<file path="src/stbc_pkg.sv">
// Purpose: Shared constants for the serial transmitter with break and collision logic
// Assumes: 8-bit register port, 16x baud tick from the fractional divider
// Notes: Offsets, field positions, reset values and tick counts live here
//
// Overview of operation
// - Eight or nine bit characters, ninth from data high
// - Start zero at LSB, stop one at MSB
// - Handoff sets empty flag, enable raises request
// - Handoff at nine sixteenths into stop bit
// - Empty flag resets set; data write clears it
// - Zero divisor stops baud; high waits for low
// - Enable rise queues preamble of 10/11 ones
// - Line idles high when no frame shifts, low with tx_pol set
// - Disable mid-frame finishes frame, then idles
// - Enable toggle mid-frame queues one idle character
// - Disabled and finished transmitter releases the pin
// - Odd or even parity in the MSB
// - Break repeats zeros, ends with a one
// - Break without detection sets framing, full, clears data
// - Break with detection sets only break flag
// - Mid-character break transfers partial byte first
// - Bit error modes compare line at sample point
// - Collision drives recessive, aborts, drops buffer
// - Collision sets flags, blocks until cleared
// - Bit error mode off clears bit error flag
// - Bit time is sixteen baud ticks

package stbc_pkg;

  // Register offsets
  localparam logic [2:0] ADDR_BAUD_HIGH = 3'h0;
  localparam logic [2:0] ADDR_BAUD_LOW = 3'h1;
  localparam logic [2:0] ADDR_CTRL_ONE = 3'h2;
  localparam logic [2:0] ADDR_CTRL_TWO = 3'h3;
  localparam logic [2:0] ADDR_STAT_ONE = 3'h4;
  localparam logic [2:0] ADDR_STAT_TWO = 3'h5;
  localparam logic [2:0] ADDR_DATA_HIGH = 3'h6;
  localparam logic [2:0] ADDR_DATA_LOW = 3'h7;

  // Control register one fields
  localparam int CR1_PAR_ODD = 0;
  localparam int CR1_PAR_EN = 1;
  localparam int CR1_BRK_DET_EN = 2;
  localparam int CR1_NINE_BIT = 4;
  localparam int CR1_BERR_LO = 5;
  localparam int CR1_BERR_HI = 6;

  // Control register two fields
  localparam int CR2_SEND_BRK = 0;
  localparam int CR2_TX_POL = 1;
  localparam int CR2_RX_POL = 2;
  localparam int CR2_TX_EN = 3;
  localparam int CR2_TX_IRQ_EN = 7;

  // Status register fields
  localparam int SR1_RX_ACTIVE = 0;
  localparam int SR1_FRAME_ERR = 1;
  localparam int SR1_PAR_ERR = 2;
  localparam int SR1_RX_FULL = 5;
  localparam int SR1_TX_DONE = 6;
  localparam int SR1_TX_EMPTY = 7;
  localparam int SR2_BIT_ERR = 6;
  localparam int SR2_BRK_DET = 7;

  // Data register high fields
  localparam int DRH_TX_NINTH = 6;
  localparam int DRH_RX_NINTH = 7;

  // Reset values
  localparam logic [7:0] CTRL_ONE_RST = 8'h00;
  localparam logic [7:0] CTRL_TWO_RST = 8'h00;
  localparam logic [15:0] BAUD_RST = 16'h0000;
  localparam logic TX_EMPTY_RST = 1'b1;

  // Timing counts in baud ticks, character and zero-run lengths in bits
  localparam logic [16:0] RT_STEP = 17'h0_0010;
  localparam logic [3:0] RT_LAST_TICK = 4'hF;
  localparam logic [3:0] TX_LOAD_TICK = 4'h8;
  localparam logic [3:0] RX_SAMPLE_TICK = 4'h7;
  localparam logic [3:0] BERR_SAMPLE_A = 4'h9;
  localparam logic [3:0] BERR_SAMPLE_B = 4'hC;
  localparam logic [3:0] CHAR_LEN_EIGHT = 4'hA;
  localparam logic [3:0] CHAR_LEN_NINE = 4'hB;
  localparam logic [3:0] ZERO_CNT_MAX = 4'hF;

  // Bit error modes that enable checking
  localparam logic [1:0] BERR_MODE_A = 2'h1;
  localparam logic [1:0] BERR_MODE_B = 2'h2;

  function automatic logic [3:0] stbc_char_len(input logic nine_bit);
    return nine_bit ? CHAR_LEN_NINE : CHAR_LEN_EIGHT;
  endfunction

  function automatic logic stbc_parity(input logic [8:0] bits, input logic odd);
    return (^bits) ^ odd;
  endfunction

endpackage

</file>
<file path="src/stbc_baud_gen.sv">
// Purpose: Fractional divider giving the 16x baud tick
// Assumes: Divisor is bus clocks per bit, low four bits fine adjust
// Notes: Nonzero divisors below sixteen tick every cycle
`timescale 1ns/1ps
`default_nettype none

module stbc_baud_gen
  import stbc_pkg::*;
(
  // Clock and reset
  input wire logic clock_i,
  input wire logic sys_rst_i,
  // Divisor
  input wire logic [15:0] divisor_i,
  // Tick
  output logic rt_tick_o
);

  logic [16:0] acc_reg;
  logic [16:0] acc_sum;
  logic [16:0] eff_div;

  always_comb begin
    acc_sum = acc_reg + RT_STEP;
    eff_div = ({1'b0, divisor_i} < RT_STEP) ? RT_STEP : {1'b0, divisor_i};
  end

  always_ff @(posedge clock_i) begin
    if (sys_rst_i || divisor_i == BAUD_RST) begin
      acc_reg <= 17'h0_0000;
      rt_tick_o <= 1'b0;
    end else if (acc_sum >= eff_div) begin
      acc_reg <= acc_sum - eff_div;
      rt_tick_o <= 1'b1;
    end else begin
      acc_reg <= acc_sum;
      rt_tick_o <= 1'b0;
    end
  end

endmodule

`default_nettype wire

</file>
<file path="src/stbc_rx_sync.sv">
// Purpose: Three-stage synchroniser for the receive pin
// Assumes: Pin idles high
// Notes: Output follows once stages two and three agree
`timescale 1ns/1ps
`default_nettype none

module stbc_rx_sync (
  // Clock and reset
  input wire logic clock_i,
  input wire logic sys_rst_i,
  // Line
  input wire logic line_i,
  output logic line_o
);

  logic s1_reg;
  logic s2_reg;
  logic s3_reg;

  always_ff @(posedge clock_i) begin
    if (sys_rst_i) begin
      s1_reg <= 1'b1;
      s2_reg <= 1'b1;
      s3_reg <= 1'b1;
      line_o <= 1'b1;
    end else begin
      s1_reg <= line_i;
      s2_reg <= s1_reg;
      s3_reg <= s2_reg;
      if (s2_reg == s3_reg) begin
        line_o <= s3_reg;
      end
    end
  end

endmodule

`default_nettype wire

</file>
<file path="src/stbc_top.sv">
// Purpose: Serial transmitter with break sending, break detection and collision abort
// Assumes: 10 MHz clock, one-cycle register strobes, read data a cycle later
// Notes: Receiver only frames characters far enough to show break effects
//
// The placing of the registers and strobed register access are this design's own decisions.
`timescale 1ns/1ps
`default_nettype none

module stbc_top
  import stbc_pkg::*;
(
  // Clock and reset
  input wire logic clock_i,
  input wire logic sys_rst_i,
  // Register port
  input wire logic [2:0] reg_addr_i,
  input wire logic [7:0] reg_wdata_i,
  input wire logic reg_wr_i,
  input wire logic reg_rd_i,
  output logic [7:0] reg_rdata_o,
  // Serial line
  output logic tx_o,
  output logic tx_oe_n_o,
  input wire logic rx_i,
  // Requests
  output logic tx_irq_o
);

  typedef enum logic [1:0] {
    TXS_IDLE = 2'b01,
    TXS_SHIFT = 2'b10
  } stbc_tx_state_e;

  typedef enum logic [2:0] {
    RXS_IDLE = 3'b001,
    RXS_FRAME = 3'b010,
    RXS_LOW = 3'b100
  } stbc_rx_state_e;

  // Registers
  logic [7:0] ctrl_one_reg;
  logic [7:0] ctrl_two_reg;
  logic [7:0] baud_high_reg;
  logic [15:0] sbr_reg;
  logic [7:0] tx_data_reg;
  logic tx_ninth_bit_reg;
  logic [7:0] rx_data_reg;
  logic rx_ninth_bit_reg;
  logic tx_buffer_empty_reg;
  logic rx_full_reg;
  logic framing_error_reg;
  logic parity_error_reg;
  logic break_detect_reg;
  logic bit_error_reg;

  // Transmit state
  stbc_tx_state_e tx_state_reg;
  logic [3:0] tx_sub_reg;
  logic [3:0] tx_left_reg;
  logic [10:0] tx_sr_reg;
  logic tx_line_reg;
  logic idle_pend_reg;
  logic brk_tail_reg;

  // Receive state
  stbc_rx_state_e rx_state_reg;
  logic [3:0] rx_rt_reg;
  logic [3:0] rx_idx_reg;
  logic [8:0] rx_sr_reg;
  logic [3:0] zero_cnt_reg;

  // Decoded controls
  logic nine_bit;
  logic par_en;
  logic par_odd;
  logic brk_det_en;
  logic [1:0] bit_error_mode;
  logic tx_en;
  logic send_brk;
  logic tx_pol;
  logic rx_pol;
  logic berr_on;
  logic [3:0] char_len;

  // Strobes and events
  logic wr_baud_high;
  logic wr_baud_low;
  logic wr_ctrl_one;
  logic wr_ctrl_two;
  logic wr_stat_two;
  logic wr_data_high;
  logic wr_data_low;
  logic rd_data_low;
  logic tx_en_rise;
  logic rt_tick;
  logic rx_sync;
  logic rx_bit;

  // Transmit selection
  logic take_break;
  logic take_mark;
  logic take_idle;
  logic take_data;
  logic any_load;
  logic load_now;
  logic [10:0] load_vec;
  logic [3:0] load_len;
  logic [8:0] tx_payload;
  logic [3:0] berr_point;
  logic collision;

  // Receive events
  logic rx_sample;
  logic [3:0] zero_inc;
  logic brk_hit;
  logic stop_evt;
  logic rx_xfer;

  always_comb begin
    nine_bit = ctrl_one_reg[CR1_NINE_BIT];
    par_en = ctrl_one_reg[CR1_PAR_EN];
    par_odd = ctrl_one_reg[CR1_PAR_ODD];
    brk_det_en = ctrl_one_reg[CR1_BRK_DET_EN];
    bit_error_mode = ctrl_one_reg[CR1_BERR_HI:CR1_BERR_LO];
    tx_en = ctrl_two_reg[CR2_TX_EN];
    send_brk = ctrl_two_reg[CR2_SEND_BRK];
    tx_pol = ctrl_two_reg[CR2_TX_POL];
    rx_pol = ctrl_two_reg[CR2_RX_POL];
    berr_on = (bit_error_mode == BERR_MODE_A) || (bit_error_mode == BERR_MODE_B);
    char_len = stbc_char_len(nine_bit);
    wr_baud_high = reg_wr_i && (reg_addr_i == ADDR_BAUD_HIGH);
    wr_baud_low = reg_wr_i && (reg_addr_i == ADDR_BAUD_LOW);
    wr_ctrl_one = reg_wr_i && (reg_addr_i == ADDR_CTRL_ONE);
    wr_ctrl_two = reg_wr_i && (reg_addr_i == ADDR_CTRL_TWO);
    wr_stat_two = reg_wr_i && (reg_addr_i == ADDR_STAT_TWO);
    wr_data_high = reg_wr_i && (reg_addr_i == ADDR_DATA_HIGH);
    wr_data_low = reg_wr_i && (reg_addr_i == ADDR_DATA_LOW);
    rd_data_low = reg_rd_i && (reg_addr_i == ADDR_DATA_LOW);
    tx_en_rise = wr_ctrl_two && reg_wdata_i[CR2_TX_EN] && !tx_en;
    rx_bit = rx_sync ^ rx_pol;
  end

  stbc_baud_gen u_baud (
    .clock_i(clock_i),
    .sys_rst_i(sys_rst_i),
    .divisor_i(sbr_reg),
    .rt_tick_o(rt_tick)
  );

  stbc_rx_sync u_sync (
    .clock_i(clock_i),
    .sys_rst_i(sys_rst_i),
    .line_i(rx_i),
    .line_o(rx_sync)
  );

  // Configuration registers
  always_ff @(posedge clock_i) begin
    if (sys_rst_i) begin
      ctrl_one_reg <= CTRL_ONE_RST;
      ctrl_two_reg <= CTRL_TWO_RST;
      baud_high_reg <= BAUD_RST[15:8];
      sbr_reg <= BAUD_RST;
    end else begin
      if (wr_ctrl_one) begin
        ctrl_one_reg <= reg_wdata_i;
      end
      if (wr_ctrl_two) begin
        ctrl_two_reg <= reg_wdata_i;
      end
      if (wr_baud_high) begin
        baud_high_reg <= reg_wdata_i;
      end
      if (wr_baud_low) begin
        sbr_reg <= {baud_high_reg, reg_wdata_i};
      end
    end
  end

  // Transmit buffer
  always_ff @(posedge clock_i) begin
    if (sys_rst_i) begin
      tx_data_reg <= 8'h00;
      tx_ninth_bit_reg <= 1'b0;
    end else begin
      if (wr_data_high) begin
        tx_ninth_bit_reg <= reg_wdata_i[DRH_TX_NINTH];
      end
      if (wr_data_low) begin
        tx_data_reg <= reg_wdata_i;
      end
    end
  end

  // Frame building and next-character choice
  always_comb begin
    tx_payload = {tx_ninth_bit_reg, tx_data_reg};
    if (!nine_bit) begin
      tx_payload[8] = 1'b1;
    end
    if (par_en && nine_bit) begin
      tx_payload[8] = stbc_parity({1'b0, tx_data_reg}, par_odd);
    end else if (par_en) begin
      tx_payload[7] = stbc_parity({2'b00, tx_data_reg[6:0]}, par_odd);
    end
    take_break = tx_en && send_brk && !bit_error_reg;
    take_mark = !take_break && brk_tail_reg;
    take_idle = !take_break && !take_mark && tx_en && idle_pend_reg && !bit_error_reg;
    take_data = !take_break && !take_mark && !take_idle && tx_en && !tx_buffer_empty_reg
      && !bit_error_reg;
    any_load = take_break || take_mark || take_idle || take_data;
    load_now = rt_tick && any_load && ((tx_state_reg == TXS_IDLE)
      || ((tx_sub_reg == TX_LOAD_TICK) && (tx_left_reg == 4'h0)));
    load_vec = {11{1'b1}};
    load_len = char_len;
    if (take_break) begin
      load_vec = 11'h000;
    end else if (take_mark) begin
      load_len = 4'h1;
    end else if (take_data) begin
      load_vec = {1'b1, tx_payload, 1'b0};
    end
    berr_point = (bit_error_mode == BERR_MODE_A) ? BERR_SAMPLE_A : BERR_SAMPLE_B;
    collision = berr_on && rt_tick && (tx_state_reg == TXS_SHIFT) && (tx_sub_reg == berr_point)
      && (tx_line_reg != rx_bit);
  end

  // Transmit shifter
  always_ff @(posedge clock_i) begin
    if (sys_rst_i) begin
      tx_state_reg <= TXS_IDLE;
      tx_sub_reg <= 4'h0;
      tx_left_reg <= 4'h0;
      tx_sr_reg <= {11{1'b1}};
      tx_line_reg <= 1'b1;
    end else if (collision) begin
      tx_state_reg <= TXS_IDLE;
      tx_sub_reg <= 4'h0;
      tx_left_reg <= 4'h0;
      tx_sr_reg <= {11{1'b1}};
      tx_line_reg <= 1'b1;
    end else if (rt_tick) begin
      unique case (tx_state_reg)
        TXS_IDLE: begin
          if (load_now) begin
            tx_state_reg <= TXS_SHIFT;
            tx_sub_reg <= 4'h0;
            tx_line_reg <= load_vec[0];
            tx_sr_reg <= {1'b1, load_vec[10:1]};
            tx_left_reg <= load_len - 4'h1;
          end
        end
        TXS_SHIFT: begin
          tx_sub_reg <= tx_sub_reg + 4'h1;
          if (load_now) begin
            tx_sr_reg <= load_vec;
            tx_left_reg <= load_len;
          end
          if (tx_sub_reg == RT_LAST_TICK && tx_left_reg != 4'h0) begin
            tx_line_reg <= tx_sr_reg[0];
            tx_sr_reg <= {1'b1, tx_sr_reg[10:1]};
            tx_left_reg <= tx_left_reg - 4'h1;
          end else if (tx_sub_reg == RT_LAST_TICK) begin
            tx_state_reg <= TXS_IDLE;
            tx_line_reg <= 1'b1;
          end
        end
      endcase
    end
  end

  // Transmit flags
  always_ff @(posedge clock_i) begin
    if (sys_rst_i) begin
      tx_buffer_empty_reg <= TX_EMPTY_RST;
      idle_pend_reg <= 1'b0;
      brk_tail_reg <= 1'b0;
    end else begin
      if (collision || (load_now && take_data)) begin
        tx_buffer_empty_reg <= 1'b1;
      end else if (wr_data_low) begin
        tx_buffer_empty_reg <= 1'b0;
      end
      if (tx_en_rise) begin
        idle_pend_reg <= 1'b1;
      end else if (collision || (load_now && take_idle)) begin
        idle_pend_reg <= 1'b0;
      end
      if (collision || (load_now && take_mark)) begin
        brk_tail_reg <= 1'b0;
      end else if (load_now && take_break) begin
        brk_tail_reg <= 1'b1;
      end
    end
  end

  // Bit error flag
  always_ff @(posedge clock_i) begin
    if (sys_rst_i) begin
      bit_error_reg <= 1'b0;
    end else if (!berr_on) begin
      bit_error_reg <= 1'b0;
    end else if (collision) begin
      bit_error_reg <= 1'b1;
    end else if (wr_stat_two && reg_wdata_i[SR2_BIT_ERR]) begin
      bit_error_reg <= 1'b0;
    end
  end

  // Pin drivers
  always_ff @(posedge clock_i) begin
    if (sys_rst_i) begin
      tx_o <= 1'b1;
      tx_oe_n_o <= 1'b1;
    end else begin
      tx_o <= tx_line_reg ^ tx_pol;
      tx_oe_n_o <= !(tx_en || (tx_state_reg == TXS_SHIFT));
    end
  end

  assign tx_irq_o = tx_buffer_empty_reg && ctrl_two_reg[CR2_TX_IRQ_EN];

  // Receive events
  always_comb begin
    rx_sample = rt_tick && (rx_rt_reg == RX_SAMPLE_TICK) && (rx_state_reg != RXS_IDLE);
    zero_inc = (zero_cnt_reg == ZERO_CNT_MAX) ? zero_cnt_reg : zero_cnt_reg + 4'h1;
    brk_hit = rx_sample && !rx_bit && (zero_inc == char_len);
    stop_evt = rx_sample && (rx_state_reg == RXS_FRAME) && (rx_idx_reg == char_len - 4'h1);
    rx_xfer = stop_evt && !(brk_det_en && brk_hit);
  end

  // Receive framer
  always_ff @(posedge clock_i) begin
    if (sys_rst_i) begin
      rx_state_reg <= RXS_IDLE;
      rx_rt_reg <= 4'h0;
      rx_idx_reg <= 4'h0;
      rx_sr_reg <= 9'h000;
      zero_cnt_reg <= 4'h0;
    end else if (rt_tick) begin
      rx_rt_reg <= rx_rt_reg + 4'h1;
      if (rx_sample) begin
        zero_cnt_reg <= rx_bit ? 4'h0 : zero_inc;
      end
      unique case (rx_state_reg)
        RXS_IDLE: begin
          if (!rx_bit) begin
            rx_state_reg <= RXS_FRAME;
            rx_rt_reg <= 4'h0;
            rx_idx_reg <= 4'h0;
          end
        end
        RXS_FRAME: begin
          if (rx_sample) begin
            rx_idx_reg <= rx_idx_reg + 4'h1;
            if (rx_idx_reg == 4'h0 && rx_bit) begin
              rx_state_reg <= RXS_IDLE;
            end else if (stop_evt) begin
              rx_state_reg <= rx_bit ? RXS_IDLE : RXS_LOW;
            end else if (rx_idx_reg != 4'h0) begin
              rx_sr_reg <= {rx_bit, rx_sr_reg[8:1]};
            end
          end
        end
        RXS_LOW: begin
          if (rx_sample && rx_bit) begin
            rx_state_reg <= RXS_IDLE;
          end
        end
      endcase
    end
  end

  // Receive buffer and flags
  always_ff @(posedge clock_i) begin
    if (sys_rst_i) begin
      rx_data_reg <= 8'h00;
      rx_ninth_bit_reg <= 1'b0;
      rx_full_reg <= 1'b0;
      framing_error_reg <= 1'b0;
      parity_error_reg <= 1'b0;
      break_detect_reg <= 1'b0;
    end else begin
      if (rx_xfer) begin
        rx_full_reg <= 1'b1;
        framing_error_reg <= !rx_bit;
        parity_error_reg <= par_en && stbc_parity(nine_bit ? rx_sr_reg : {1'b0, rx_sr_reg[8:1]},
          par_odd);
        if (brk_hit) begin
          rx_data_reg <= 8'h00;
          rx_ninth_bit_reg <= 1'b0;
        end else if (nine_bit) begin
          rx_data_reg <= rx_sr_reg[7:0];
          rx_ninth_bit_reg <= rx_sr_reg[8];
        end else begin
          rx_data_reg <= rx_sr_reg[8:1];
          rx_ninth_bit_reg <= 1'b0;
        end
      end else if (rd_data_low) begin
        rx_full_reg <= 1'b0;
        framing_error_reg <= 1'b0;
        parity_error_reg <= 1'b0;
      end
      if (brk_hit && brk_det_en) begin
        break_detect_reg <= 1'b1;
      end else if (wr_stat_two && reg_wdata_i[SR2_BRK_DET]) begin
        break_detect_reg <= 1'b0;
      end
    end
  end

  // Read data, valid only in the cycle after the strobe
  always_ff @(posedge clock_i) begin
    if (sys_rst_i || !reg_rd_i) begin
      reg_rdata_o <= 8'h00;
    end else begin
      reg_rdata_o <= 8'h00;
      unique case (reg_addr_i)
        ADDR_BAUD_HIGH: reg_rdata_o <= sbr_reg[15:8];
        ADDR_BAUD_LOW: reg_rdata_o <= sbr_reg[7:0];
        ADDR_CTRL_ONE: reg_rdata_o <= ctrl_one_reg;
        ADDR_CTRL_TWO: reg_rdata_o <= ctrl_two_reg;
        ADDR_STAT_ONE: begin
          reg_rdata_o[SR1_TX_EMPTY] <= tx_buffer_empty_reg;
          reg_rdata_o[SR1_TX_DONE] <= (tx_state_reg == TXS_IDLE);
          reg_rdata_o[SR1_RX_FULL] <= rx_full_reg;
          reg_rdata_o[SR1_PAR_ERR] <= parity_error_reg;
          reg_rdata_o[SR1_FRAME_ERR] <= framing_error_reg;
          reg_rdata_o[SR1_RX_ACTIVE] <= (rx_state_reg != RXS_IDLE);
        end
        ADDR_STAT_TWO: begin
          reg_rdata_o[SR2_BRK_DET] <= break_detect_reg;
          reg_rdata_o[SR2_BIT_ERR] <= bit_error_reg;
        end
        ADDR_DATA_HIGH: begin
          reg_rdata_o[DRH_RX_NINTH] <= rx_ninth_bit_reg;
          reg_rdata_o[DRH_TX_NINTH] <= tx_ninth_bit_reg;
        end
        ADDR_DATA_LOW: reg_rdata_o <= rx_data_reg;
      endcase
    end
  end

endmodule

`default_nettype wire

</file>
<file path="config.mk">
export PLATFORM = sky130hd
export DESIGN_NAME = stbc_top
export DESIGN_NICKNAME = d
export VERILOG_FILES = /design/src/stbc_pkg.sv /design/src/stbc_baud_gen.sv /design/src/stbc_rx_sync.sv /design/src/stbc_top.sv
export SDC_FILE = /design/constraint.sdc
export NUM_CORES = 1
export LEC_CHECK = 0
export ABC_AREA = 1
export BUFFER_PORTS_ARGS = -buffer_cell sky130_fd_sc_hd__buf_4
export CAP_MARGIN = 20
export CORE_MARGIN = 5
export CORE_UTILIZATION = 30
export CTS_CLUSTER_SIZE = 20
export DETAILED_ROUTE_END_ITERATION = 7
export PLACE_DENSITY = 0.5
export SLEW_MARGIN = 30
export SYNTH_ARGS = -nofsm -noshare
export SYNTH_HDL_FRONTEND = slang
export SYNTH_SLANG_ARGS = --single-unit
</file>
<file path="constraint.sdc">
create_clock -name clock_i -period 2.84 [get_ports clock_i]
set_input_delay 0.284 -clock clock_i [delete_from_list [all_inputs] [get_ports clock_i]]
set_output_delay 0.284 -clock clock_i [all_outputs]
set_load 0.005 [all_outputs]
</file>
==> flow_summary.ini <==
[status]
outcome = finished, final reports clean

[layout]
fin_util_pct = 35.6
layoutNonFillerInstCount = 1552
fin_area_um2 = 9590
drive_above_1_share_pct = 16.8
largest_reg_flops = 17
antennaDiodeCount = 0
syn_to_final_growth_pct = 16.6
fin_nets = 1242

[die]
io_pins = 27
fp.dieArea_um2 = 30800
initial_utilization_pct = 30.5
rows = 60
die_h_um = 176
dieWidth_um = 176
core_um2 = 27000

[pwr]
p_total_uw = 8060
ir_worst_vdd_mv = 0.434
powerDensity_nw_per_um2 = 841
leakage_uw = 0.00404

[route]
wl_um = 23100
postRouteAntennaNets = 0
drt_iter0_markers = 670
drc = 0
vias_per_cell = 4.89
wl_per_cell_um = 14.9
num_vias = 7585
drt_first_pass_iters = 4

[worst_setup_path]
worst-path-buf-inv = 5
path_cells = nand3_2 > inv_2 > nand3_2 > nor2_4 > nand3_2 > xor2_2 > inv_1 > ha_1 > nand2_1 > inv_1 > nand3_2 > nor3_2 > nand3b_1 > nand3_2 > inv_4 > buf_4 > nand3_1 > nand2_1 > nor2_1
cp-endpoint = u_baud.acc_reg[9]
endpoint_kind = register
cp-startpoint = u_baud.acc_reg[4]
crit_fanout = 9
r2r_cells = 19
cp_top_family = simple AND/OR/NAND/NOR gates
cp-start-kind = register
arrival_ns = 3.01
ff2ff_setup_slack_ns = 0.19
critPathMostFrequentCell = nand3_2
r2r_end = u_baud.acc_reg[9]
path_class = reg2reg
slowest_delay_ns = 0.37
worstReg2RegStart = u_baud.acc_reg[4]
cp_slowest_cell = dfxtp_4
cp.depth = 19
required_ns = 3.21

[logic_synthesis]
postSynthAreaPerCell_um2 = 7.07
synth_top_family_by_area = simple AND/OR/NAND/NOR gates
synth_compound_gate_area_share_pct = 18.2
synth_commonest_cells = nand2_1, dfxtp_1, inv_1, o21ai_0, a21oi_1
synth_top_area_share_pct = 35.1
synth-simple-area-share_pct = 29.8
synth_area_leaders = dfxtp_1, nand2_1, o21ai_0
synth_edf_count = 0
yosys.area_share.adder_pct = 4.35
syn_nets = 1207
synth_seq_cells = 144
synth_warnings = 0
synthesis.area_um2 = 8220
synth_cells = 1163
ys.flop_type = dfxtp_1
yosys.area.top_type = dfxtp_1
seq_area_frac_synth_pct = 35.1
yosysMostFrequentCell = nand2_1
synth_xor_area_share_pct = 2.98
async_reset_ff_share_pct = 0
synth_mux_area_share_pct = 0.122
ys_types = 55

[clocking]
cts_tree = done
htree_levels = 4
cts_hold_buf = 0
cts_buffer_depth = 2
numCtsBuffers = 17
clkSinkCount = 144
clock_latency_ns = 0.42
cts.clk_slew.worst_paths_ns = 0.07
root_buffer = clkbuf_16

[sta]
hold_viol = 0
setup_viol = 0
max_slew.worst_pin.slew_ns = 0.803
timing.fmax_mhz = 378
clock_skew_ns = 0.00989
max-slew-margin-rel_pct = 46.4
finalSetupTns_ns = 0
period_share_pct = 93.1
min_period_ns = 2.65
report.final.slew_viol_count = 0

[global_routing]
grt_pass1_wl_um = 37000
grt_max_degree = 43
grt-ovfl-total = 0
grt_usage_pct = 14.9
grt_pass1_vias = 7149
antenna_found_initial = 1

[placement]
dpl_cell_area_um2 = 8770
finalWeightedCongestion = 0.863
io_buffers = 26
place_inst = 1516
hpwlAfterDp_um = 17100

[flow_run]
drv_cap = 0

[hold_path]
min-delay-start = rx_i
min_path_type = in2reg
[cells by family after synthesis]
logic type               after synthesis
buffers and inverters                179
adder cells (fa/ha/maj)               28
multiplexers                           1
AND/OR/NAND/NOR                      517
AO/OA/AOI/OAI                        266
flip-flops                           144
XOR/XNOR                              28
[through the flow]
step / hold WS [ns] / worst slack (ns)
after floorplan: 0.388 / 0.234
after global placement: 0.393 / 0.0146
after detailed placement: 0.398 / 0.00280
after CTS: 0.0304 / 0.00789
after global routing: 0.0400 / -0.00996
final: 0.0550 / 0.195
[where the power goes]
group	switching, µW	internal [µW]
Sequential	147	2170
Combinational	2110	1290
Clock	932	1410
Total	3190	4870
[metal layers]
metal,up-vias,share of wire (%),global-route usage (%)
li1,3923,-,-
met4,2,1.6,4.29
met5,-,0.087,0
met1,3502,49,20.6
met2,137,45,23.6
met3,21,4.5,3.10
[layout by cell type, fill, tap and decap left out, drive strengths merged, types with 5 or more instances in the layout]
master	instances
nand3b	13
nor2	115
clkinv	7
ha	27
o21ai	112
buf	48
dfxtp	144
a31oi	9
a21oi	107
inv	148
nand4	8
or2	5
nand3	94
o22ai	5
clkbuf	19
xor2	22
nand2	261
o211ai	7
a211oi	6
xnor2	6
nor3	14
[worst min-delay path by stage]
stage          slack (ns)  depth (start not counted)            end
6_report             0.05                          2  u_sync.s1_reg
5_1_grt              0.04                          2  u_sync.s1_reg
4_1_cts              0.03                          2  u_sync.s1_reg
3_5_place_dp         0.40                          1  u_sync.s2_reg
3_3_place_gp         0.39                          1  u_sync.s2_reg
2_1_floorplan        0.39                          1  u_sync.s1_reg
[layout make-up]
type / instances / area [µm²]
multi-input combinational: 840 / 4720
fill: 2903 / 17400
clock inverter: 13 / 160
inverter: 146 / 563
timing repair buffer: 48 / 374
timing repair inverter: 1 / 8.76
tap: 341 / 427
clock buffer: 19 / 443
sequential: 144 / 2890
[what timing repair did]
item,4_1_cts,5_1_grt
hold endpoints to repair,0,0
gates resized for setup,2,42
setup buffers,0,2
pin swaps,0,9
cloned,0,2
endpoints found under the setup margin,11,18
Power figures use the tool's default switching activity.
